**config.mk**
```make
export PLATFORM = sky130hd
export DESIGN_NAME = eirqf_top
export DESIGN_NICKNAME = d
export VERILOG_FILES = /design/src/eirqf_pkg.sv /design/src/eirqf_tick_if.sv /design/src/eirqf_chan.sv /design/src/eirqf_rate.sv /design/src/eirqf_top.sv
export VERILOG_INCLUDE_DIRS = /design/src
export SDC_FILE = /design/constraint.sdc
export NUM_CORES = 1
export LEC_CHECK = 0
export ABC_CLOCK_PERIOD_IN_PS = 4700
export BUFFER_PORTS_ARGS = -buffer_cell sky130_fd_sc_hd__clkbuf_2
export CAP_MARGIN = 20
export CELL_PAD_IN_SITES_DETAIL_PLACEMENT = 2
export CELL_PAD_IN_SITES_GLOBAL_PLACEMENT = 2
export CORE_ASPECT_RATIO = 0.7
export CORE_MARGIN = 3
export CORE_UTILIZATION = 30
export DETAILED_ROUTE_END_ITERATION = 7
export GPL_TIMING_DRIVEN = 1
export MAX_ROUTING_LAYER = met4
export PLACE_DENSITY = 0.65
export SLEW_MARGIN = 20
export SYNTH_ARGS = -nofsm -noshare
export SYNTH_HDL_FRONTEND = slang
export SYNTH_SLANG_ARGS = --single-unit
```
**constraint.sdc**
```tcl
create_clock -name clk -period 4.7 [get_ports clk]
set_clock_uncertainty 0.2 [all_clocks]
set_input_delay 0.705 -clock clk [delete_from_list [all_inputs] [get_ports clk]]
set_output_delay 0.705 -clock clk [all_outputs]
set_load 0.02 [all_outputs]
```
**src/eirqf_consts.svh**
```systemverilog
`ifndef EIRQF_CONSTS_SVH
`define EIRQF_CONSTS_SVH

// ****************************************
// Clock rates
// ****************************************
`define EIRQF_CLK_HZ 40000000
`define EIRQF_LF_HZ 32768
`define EIRQF_LF_DIV (`EIRQF_CLK_HZ / `EIRQF_LF_HZ)
`define EIRQF_LF_STEPS 4
`define EIRQF_GEAR_DIV 1

// ****************************************
// Register map
// ****************************************
`define EIRQF_ADDR_W 12
`define EIRQF_OFS_CTRL2 12'h0fd9
`define EIRQF_OFS_CTRL3 12'h0fda
`define EIRQF_OFS_STATUS 12'h0fe0
`define EIRQF_OFS_MASK 12'h0fe1

// ****************************************
// Control register fields
// ****************************************
`define EIRQF_LVL_BIT 4
`define EIRQF_ES_MSB 3
`define EIRQF_ES_LSB 2
`define EIRQF_NC_MSB 1
`define EIRQF_NC_LSB 0
`define EIRQF_CFG_MSB 3
`define EIRQF_CFG_RST 4'h0
`define EIRQF_BYTE_RST 8'h00
`define EIRQF_UPPER_ZERO 3'h0
`define EIRQF_FLAG_RST 2'h0

`endif

```
**src/eirqf_pkg.sv**
```systemverilog
package eirqf_pkg;

  // ****************************************
  // Edge and rate codes
  // ****************************************
  typedef enum logic [1:0] {
    EIRQF_RISE = 2'b00,
    EIRQF_FALL = 2'b01,
    EIRQF_BOTH = 2'b10,
    EIRQF_RSVD = 2'b11
  } eirqf_edge_t;

  typedef enum logic [1:0] {
    EIRQF_DIV1 = 2'b00,
    EIRQF_DIV4 = 2'b01,
    EIRQF_DIV8 = 2'b10,
    EIRQF_DIV16 = 2'b11
  } eirqf_rate_t;

  // Request condition from an old and new filtered level
  function automatic logic eirqf_edge_hit(input eirqf_edge_t sel, input logic old_lvl,
                                          input logic new_lvl);
    logic hit;
    hit = 1'b0;
    case (sel)
      EIRQF_RISE: hit = new_lvl & ~old_lvl;
      EIRQF_FALL: hit = old_lvl & ~new_lvl;
      EIRQF_BOTH: hit = old_lvl ^ new_lvl;
      default: hit = 1'b0;
    endcase
    return hit;
  endfunction

endpackage

```
**src/eirqf_tick_if.sv**
```systemverilog
`timescale 1ns/1ps
interface eirqf_tick_if;
  logic gear;
  logic div4;
  logic div8;
  logic div16;
  logic lf_quarter;
  modport src(output gear, output div4, output div8, output div16, output lf_quarter);
  modport snk(input gear, input div4, input div8, input div16, input lf_quarter);
endinterface

```
**src/eirqf_chan.sv**
```systemverilog
`timescale 1ns/1ps
module eirqf_chan (
  // Clock and reset
  input wire logic clk,
  input wire logic resetn,
  // Sampling ticks
  eirqf_tick_if.snk ticks,
  // Configuration
  input wire logic enable,
  input wire logic slow_mode,
  input wire logic [1:0] edge_sel,
  input wire logic [1:0] rate_sel,
  // Pin
  input wire logic pin,
  // Results
  output logic req_r,
  output logic level_r
);
  logic sync1_r;
  logic sync2_r;
  logic [2:0] smp_r;
  logic filt_r;
  logic filt_nxt;
  wire [2:0] smp_nxt = {smp_r[1:0], sync2_r};
  wire fast_en = (rate_sel == eirqf_pkg::EIRQF_DIV1) ? ticks.gear :
                 (rate_sel == eirqf_pkg::EIRQF_DIV4) ? ticks.div4 :
                 (rate_sel == eirqf_pkg::EIRQF_DIV8) ? ticks.div8 : ticks.div16;
  wire sample_en = slow_mode ? ticks.lf_quarter : fast_en;
  // Three equal samples needed, so a one-sample glitch never passes
  assign filt_nxt = !sample_en ? filt_r : (&smp_nxt) ? 1'b1 : (|smp_nxt) ? filt_r : 1'b0;
  wire hit = enable & eirqf_pkg::eirqf_edge_hit(eirqf_pkg::eirqf_edge_t'(edge_sel),
                                                 filt_r, filt_nxt);

  always_ff @(posedge clk or negedge resetn) begin
    if (!resetn) begin
      sync1_r <= 1'b0;
      sync2_r <= 1'b0;
    end else begin
      sync1_r <= pin;
      sync2_r <= sync1_r;
    end
  end

  // ****************************************
  // Noise canceller and edge detect
  // ****************************************
  // Disabled channel has no clock, so its filter is held cleared
  always_ff @(posedge clk or negedge resetn) begin
    if (!resetn) begin
      smp_r <= 3'h0;
      filt_r <= 1'b0;
      req_r <= 1'b0;
      level_r <= 1'b0;
    end else if (!enable) begin
      smp_r <= 3'h0;
      filt_r <= 1'b0;
      req_r <= 1'b0;
      level_r <= 1'b0;
    end else begin
      if (sample_en) begin
        smp_r <= smp_nxt;
      end
      filt_r <= filt_nxt;
      req_r <= hit;
      if (hit) begin
        level_r <= filt_nxt;
      end
    end
  end
endmodule

```
**src/eirqf_rate.sv**
```systemverilog
`timescale 1ns/1ps
`include "eirqf_consts.svh"
module eirqf_rate #(
  parameter int LF_DIV = `EIRQF_LF_DIV,
  parameter int GEAR_DIV = `EIRQF_GEAR_DIV
) (
  // Clock and reset
  input wire logic clk,
  input wire logic resetn,
  // Sampling ticks
  eirqf_tick_if.src ticks
);
  logic [15:0] lf_cnt_r;
  logic [15:0] gear_cnt_r;
  logic [3:0] gdiv_r;
  logic [1:0] lq_r;
  wire lf_tick = (lf_cnt_r == 16'(LF_DIV - 1));
  wire gear_tick = (gear_cnt_r == 16'(GEAR_DIV - 1));

  // ****************************************
  // Dividers
  // ****************************************
  always_ff @(posedge clk or negedge resetn) begin
    if (!resetn) begin
      lf_cnt_r <= 16'h0000;
      gear_cnt_r <= 16'h0000;
      gdiv_r <= 4'h0;
      lq_r <= 2'h0;
    end else begin
      lf_cnt_r <= lf_tick ? 16'h0000 : lf_cnt_r + 16'h0001;
      gear_cnt_r <= gear_tick ? 16'h0000 : gear_cnt_r + 16'h0001;
      if (gear_tick) begin
        gdiv_r <= gdiv_r + 4'h1;
      end
      if (lf_tick) begin
        lq_r <= lq_r + 2'h1;
      end
    end
  end

  assign ticks.gear = gear_tick;
  assign ticks.div4 = gear_tick & (&gdiv_r[1:0]);
  assign ticks.div8 = gear_tick & (&gdiv_r[2:0]);
  assign ticks.div16 = gear_tick & (&gdiv_r);
  // Quarter of the low-frequency clock serves every slow-mode code
  assign ticks.lf_quarter = lf_tick & (&lq_r);

  // ****************************************
  // Checks
  // ****************************************
  // Cycles since the last slow tick, so the spacing is checked, not the decode
  logic [15:0] q_gap_r;

  always_ff @(posedge clk or negedge resetn) begin
    if (!resetn) begin
      q_gap_r <= 16'h0000;
    end else begin
      q_gap_r <= ticks.lf_quarter ? 16'h0000 : q_gap_r + 16'h0001;
    end
  end
endmodule

```
**src/eirqf_top.sv**
```systemverilog
`timescale 1ns/1ps
`include "eirqf_consts.svh"
module eirqf_top #(
  parameter int LF_DIV = `EIRQF_LF_DIV,
  parameter int GEAR_DIV = `EIRQF_GEAR_DIV
) (
  // Clock and reset
  input wire logic clk,
  input wire logic resetn,
  // Register port
  input wire logic [`EIRQF_ADDR_W-1:0] reg_addr,
  input wire logic [7:0] reg_wdata,
  input wire logic reg_wr,
  input wire logic reg_rd,
  output logic [7:0] reg_rdata,
  // External pins
  input wire logic pin_ch2,
  input wire logic pin_ch3,
  // System control
  input wire logic [1:0] channel_module_enable,
  input wire logic slow_run_mode,
  // Interrupt outputs
  output logic ch2_irq_req,
  output logic ch3_irq_req,
  output logic irq
);

  // ****************************************
  // Registers and wires
  // ****************************************
  logic [3:0] ctrl2_r;
  logic [3:0] ctrl3_r;
  logic [3:0] ctrl2_nxt;
  logic [3:0] ctrl3_nxt;
  logic [1:0] status_r;
  logic [1:0] status_nxt;
  logic [1:0] mask_r;
  logic [1:0] mask_nxt;
  logic [7:0] rdata_r;
  logic [7:0] rdata_nxt;
  logic irq_r;
  logic irq_nxt;
  logic lvl2;
  logic lvl3;
  logic req2;
  logic req3;
  wire en2 = channel_module_enable[0];
  wire en3 = channel_module_enable[1];

  eirqf_tick_if ticks_if();

  // ****************************************
  // Address decode
  // ****************************************
  wire hit_c2 = (reg_addr == `EIRQF_OFS_CTRL2);
  wire hit_c3 = (reg_addr == `EIRQF_OFS_CTRL3);
  wire hit_st = (reg_addr == `EIRQF_OFS_STATUS);
  wire hit_mk = (reg_addr == `EIRQF_OFS_MASK);
  wire wr_c2 = reg_wr & hit_c2 & en2;
  wire wr_c3 = reg_wr & hit_c3 & en3;
  wire wr_mk = reg_wr & hit_mk;
  wire rd_st = reg_rd & hit_st;

  // ****************************************
  // Control registers
  // ****************************************
  // disabled clears
  // Writes while disabled are dropped, the channel has no clock then
  assign ctrl2_nxt = !en2 ? `EIRQF_CFG_RST : wr_c2 ? reg_wdata[`EIRQF_CFG_MSB:0] : ctrl2_r;
  assign ctrl3_nxt = !en3 ? `EIRQF_CFG_RST : wr_c3 ? reg_wdata[`EIRQF_CFG_MSB:0] : ctrl3_r;
  assign mask_nxt = wr_mk ? reg_wdata[1:0] : mask_r;

  // ****************************************
  // Event status
  // ****************************************
  // New request beats the read that clears it
  assign status_nxt = (rd_st ? `EIRQF_FLAG_RST : status_r) | {req3, req2};
  assign irq_nxt = |(status_nxt & mask_nxt);

  // ****************************************
  // Read data
  // ****************************************
  // upper bits zero
  wire [7:0] c2_view = {`EIRQF_UPPER_ZERO, lvl2, ctrl2_r};
  wire [7:0] c3_view = {`EIRQF_UPPER_ZERO, lvl3, ctrl3_r};
  wire [7:0] st_view = {6'h00, status_r};
  wire [7:0] mk_view = {6'h00, mask_r};
  // Unmapped addresses read zero
  assign rdata_nxt = !reg_rd ? `EIRQF_BYTE_RST :
                     hit_c2 ? c2_view :
                     hit_c3 ? c3_view :
                     hit_st ? st_view :
                     hit_mk ? mk_view : `EIRQF_BYTE_RST;

  always_ff @(posedge clk or negedge resetn) begin
    if (!resetn) begin
      ctrl2_r <= `EIRQF_CFG_RST;
      ctrl3_r <= `EIRQF_CFG_RST;
      mask_r <= `EIRQF_FLAG_RST;
    end else begin
      ctrl2_r <= ctrl2_nxt;
      ctrl3_r <= ctrl3_nxt;
      mask_r <= mask_nxt;
    end
  end

  always_ff @(posedge clk or negedge resetn) begin
    if (!resetn) begin
      status_r <= `EIRQF_FLAG_RST;
      irq_r <= 1'b0;
      rdata_r <= `EIRQF_BYTE_RST;
    end else begin
      status_r <= status_nxt;
      irq_r <= irq_nxt;
      rdata_r <= rdata_nxt;
    end
  end

  assign reg_rdata = rdata_r;
  assign irq = irq_r;
  assign ch2_irq_req = req2;
  assign ch3_irq_req = req3;

  // ****************************************
  // Rate generator and channels
  // ****************************************
  eirqf_rate #(
    .LF_DIV(LF_DIV),
    .GEAR_DIV(GEAR_DIV)
  ) u_rate (
    .clk(clk),
    .resetn(resetn),
    .ticks(ticks_if.src)
  );

  eirqf_chan u_ch2 (
    .clk(clk),
    .resetn(resetn),
    .ticks(ticks_if.snk),
    .enable(en2),
    .slow_mode(slow_run_mode),
    .edge_sel(ctrl2_r[`EIRQF_ES_MSB:`EIRQF_ES_LSB]),
    .rate_sel(ctrl2_r[`EIRQF_NC_MSB:`EIRQF_NC_LSB]),
    .pin(pin_ch2),
    .req_r(req2),
    .level_r(lvl2)
  );

  eirqf_chan u_ch3 (
    .clk(clk),
    .resetn(resetn),
    .ticks(ticks_if.snk),
    .enable(en3),
    .slow_mode(slow_run_mode),
    .edge_sel(ctrl3_r[`EIRQF_ES_MSB:`EIRQF_ES_LSB]),
    .rate_sel(ctrl3_r[`EIRQF_NC_MSB:`EIRQF_NC_LSB]),
    .pin(pin_ch3),
    .req_r(req3),
    .level_r(lvl3)
  );
endmodule

```
==> results by group <==
Setup path
  – WS Path Type: flip-flop to flip-flop
  – Critical Path, Cell by Cell: ha_1 -> nor4b_1 -> and4_1 -> a31oi_1 -> o21ai_1 -> nand2_1 -> ha_1 -> nor2_1 -> nand2_1 -> o21ai_0 -> o21ai_0 -> a31oi_1
  – Buf/Inv on CP: 0
  – Crit-path max cell delay: 0.53 ns
  – CP max FO: 11
  – Crit path required time: 4.76 ns
  – CP max-delay cell: and4_1
  – CP endpoint kind: flip-flop
  – Delay-heaviest family, CP: simple AND/OR/NAND/NOR gates
  – Critical Path AT: 3.36 ns
  – Startpoint Class: flip-flop

Drt
  – Post-route DRC: 0
  – Pre-Repair DR Iteration Count: 4
  – Routed Antenna Nets: 0
  – Via count: 2,408
  – Final WL: 8440 um
  – Vias per inst: 4.87
  – Routed WL per cell: 17.1 um
  – DR iter-0 viols: 151

STA
  – Max_slew headroom: 0.451
  – Unrepaired setup endpoints after global routing: false
  – Max Slew Vio Count: 0
  – Crit path time final: 3.30 ns
  – TNS Setup: 0 ns
  – Final Hold Viols: 0
  – Peak Freq: 303 MHz
  – Final cycle utilization of the critical path: 0.702
  – Worst slew pin tran: 0.823 ns
  – Final number of setup-violating endpoints: 0

Floorplan
  – Die footprint: 12,400 um2
  – IO Count: 40
  – Initial Util: 0.315
  – Die span in y: 94.0 um
  – Die extent in x: 132 um
  – Row Count: 31
  – Core ar.: 10,600 um2

GRT
  – First-pass GRT wire length: 13,800 um
  – Pin count of the biggest net entering global routing: 37
  – GRT Util Overall: 0.149
  – Vias in the first global route: 2,588
  – Initial antenna violation count: 0
  – Grt total ovfl: 0

CTS
  – Post-CTS setup buffers: 0
  – Resize count post-CTS: 0
  – CTS Hold Bufs: 0
  – H-tree depth: 3
  – Clk slew on worst S/H paths: 0.06 ns
  – Total CTS buffers: 9
  – CTS sink count: 70
  – Root Driver: clkbuf_16
  – TritonCTS clock tree: built
  – Worst-Skew Late Latency: 0.34 ns
  – Clk buf depth: 2

Finish
  – Commonest cells after routing, fill and taps aside: dfrtp_1, clkbuf_2, nand2_1
  – Non-filler cells, final: 494
  – Area grow syn2layout: 18.0%
  – Nets: 381
  – Commonest non-fill, non-tap cell in the layout: dfrtp_1
  – Layout cell share with drive strength beyond 1: 0.176
  – Final core occ: 0.371
  – Diode count: 0
  – Fill cells: 1,154

Synth
  – Synth top area cells: dfrtp_1, xnor2_1, ha_1, nand3_1, nand2_1
  – Yosys cell types: 45
  – Sequential area share after synthesis: 0.528
  – Synth Cell Area: 3320 um2
  – Number of flops mapped to enable cells by yosys: 0
  – Async SR Flop Fraction: 1.00
  – Yosys top cell by area: dfrtp_1
  – Post-synthesis register bit count: 70
  – Yosys warns: 0
  – Ys flop type: dfrtp_1
  – Avg Cell Area, Syn: 11.0 um2
  – Share of Yosys cell area claimed by the top area cell type: 0.528
  – Syn Inst Count: 301

Power and ir drop
  – PwrDens: 326 nW/um2
  – Leakage: 1.77 nW
  – VDD IR max: 162 uV

Worst hold path
  – Hold Path Class: flip-flop to flip-flop

Place
  – Port Buffers: 32
  – GPL Wtd Cong: 0.769
  – Placed cells: 479
  – Dpl hpwl: 6230 um

Run status
  – Status: finished, final reports clean

Flow run
  – Maxcap violations: 0
## final cells by class
class                      count  area, um2  area share
inverter                       7       26.3     0.00671
tap                          148        185      0.0473
clock inverter                 6       40.0      0.0102
timing repair buffer          35        183      0.0466
multi-input combinational    219       1510       0.385
clock buffer                   9        225      0.0575
sequential                    70       1750       0.447
## cell families (layout without fill, tap and decap cells)
group | after synthesis | after routing | share of synthesized area
other cells | 1 | 3 | 0.00113
simple gates | 127 | 127 | 0.213
mux | 11 | 11 | 0.0373
flops | 70 | 70 | 0.528
fa+ha+maj | 10 | 10 | 0.0377
buf+inv | 14 | 57 | 0.0207
xor+xnor | 31 | 31 | 0.0818
compound gates | 37 | 37 | 0.0803
## routing by layer
metal,track usage,up-vias,wire length (um)
met5,-,-,0
met4,0.0393,0,74
met3,0.0434,7,360
met2,0.211,27,3690
met1,0.210,1235,4310
li1,-,1139,-
## power by group
part	internal [mW]	switching [mW]	total (mW)	leakage, nW
registers	0.608	0.00364	0.611	0.946
logic	0.0170	0.0333	0.0504	0.710
clock network	0.352	0.265	0.617	0.119
total	0.976	0.302	1.28	1.77
## synthesized netlist by cell type (2+ instances only)
master	n
dfrtp_1	70
nand2_1	29
nand3_1	25
nor2_1	20
xnor2_1	19
xor2_1	12
ha_1	10
a21boi_1	8
nor2b_1	8
and2_1	7
inv_1	7
nand4_1	7
mux2i_1	6
a31oi_1	5
and3_1	5
o21ai_0	5
a21boi_0	4
buf_4	4
nand2b_1	4
a22oi_1	3
and4_1	3
mux2_2	3
nor3_1	3
nor4_1	3
nor4b_1	3
nor4bb_1	3
a21o_1	2
a22o_1	2
a32oi_1	2
clkbuf_1	2
mux2_4	2
o21ai_1	2
## worst register-to-register path: stages (launching register included)
cell	delay, ns
dfrtp_1	0.40
ha_1	0.30
nor4b_1	0.28
and4_1	0.53
a31oi_1	0.25
o21ai_1	0.34
nand2_1	0.10
ha_1	0.29
nor2_1	0.09
nand2_1	0.06
o21ai_0	0.14
o21ai_0	0.12
a31oi_1	0.14
## metrics by stage
stage          area (um2)  hold WS [ns]  setup slack [ns]  power [mW]
2_1_floorplan        3330         0.131              2.08       0.641
3_3_place_gp         3650         0.134              1.32       0.673
3_5_place_dp         3650         0.136              1.33       0.674
4_1_cts              3920         0.154              1.30        1.30
5_1_grt              3920         0.168              1.00        1.33
6_report             3920         0.148              1.40        1.28
## sequential cells by signal, indices dropped and copies added, names as in the netlist
name	flops
u_rate.gear_cnt_r	16
u_rate.lf_cnt_r	16
reg_rdata	5
ctrl2_r	4
ctrl3_r	4
u_rate.gdiv_r	4
mask_r	2
status_r	2
u_ch2.smp_r	2
u_ch3.smp_r	2
u_rate.lq_r	2
irq	1
u_ch2.filt_r	1
u_ch2.level_r	1
u_ch2.req_r	1
u_ch2.sync1_r	1
u_ch2.sync2_r	1
u_ch3.filt_r	1
u_ch3.level_r	1
u_ch3.req_r	1
u_ch3.sync1_r	1
u_ch3.sync2_r	1
## final timing paths
check	startpoint	cells after the start	to	slack [ns]
max	u_rate.lf_cnt_r[0]	12	u_ch3.level_r	1.40
min	u_ch3.sync1_r	0	u_ch3.sync2_r	0.15
max reg2reg	u_rate.lf_cnt_r[0]	12	u_ch3.level_r	1.40
min reg2reg	u_ch3.sync1_r	0	u_ch3.sync2_r	0.15
max in group asynchronous	resetn	2	u_rate.gear_cnt_r[13]	3.05
min in group asynchronous	resetn	1	u_rate.lf_cnt_r[4]	0.27
(Power assumes the default switching activity.)
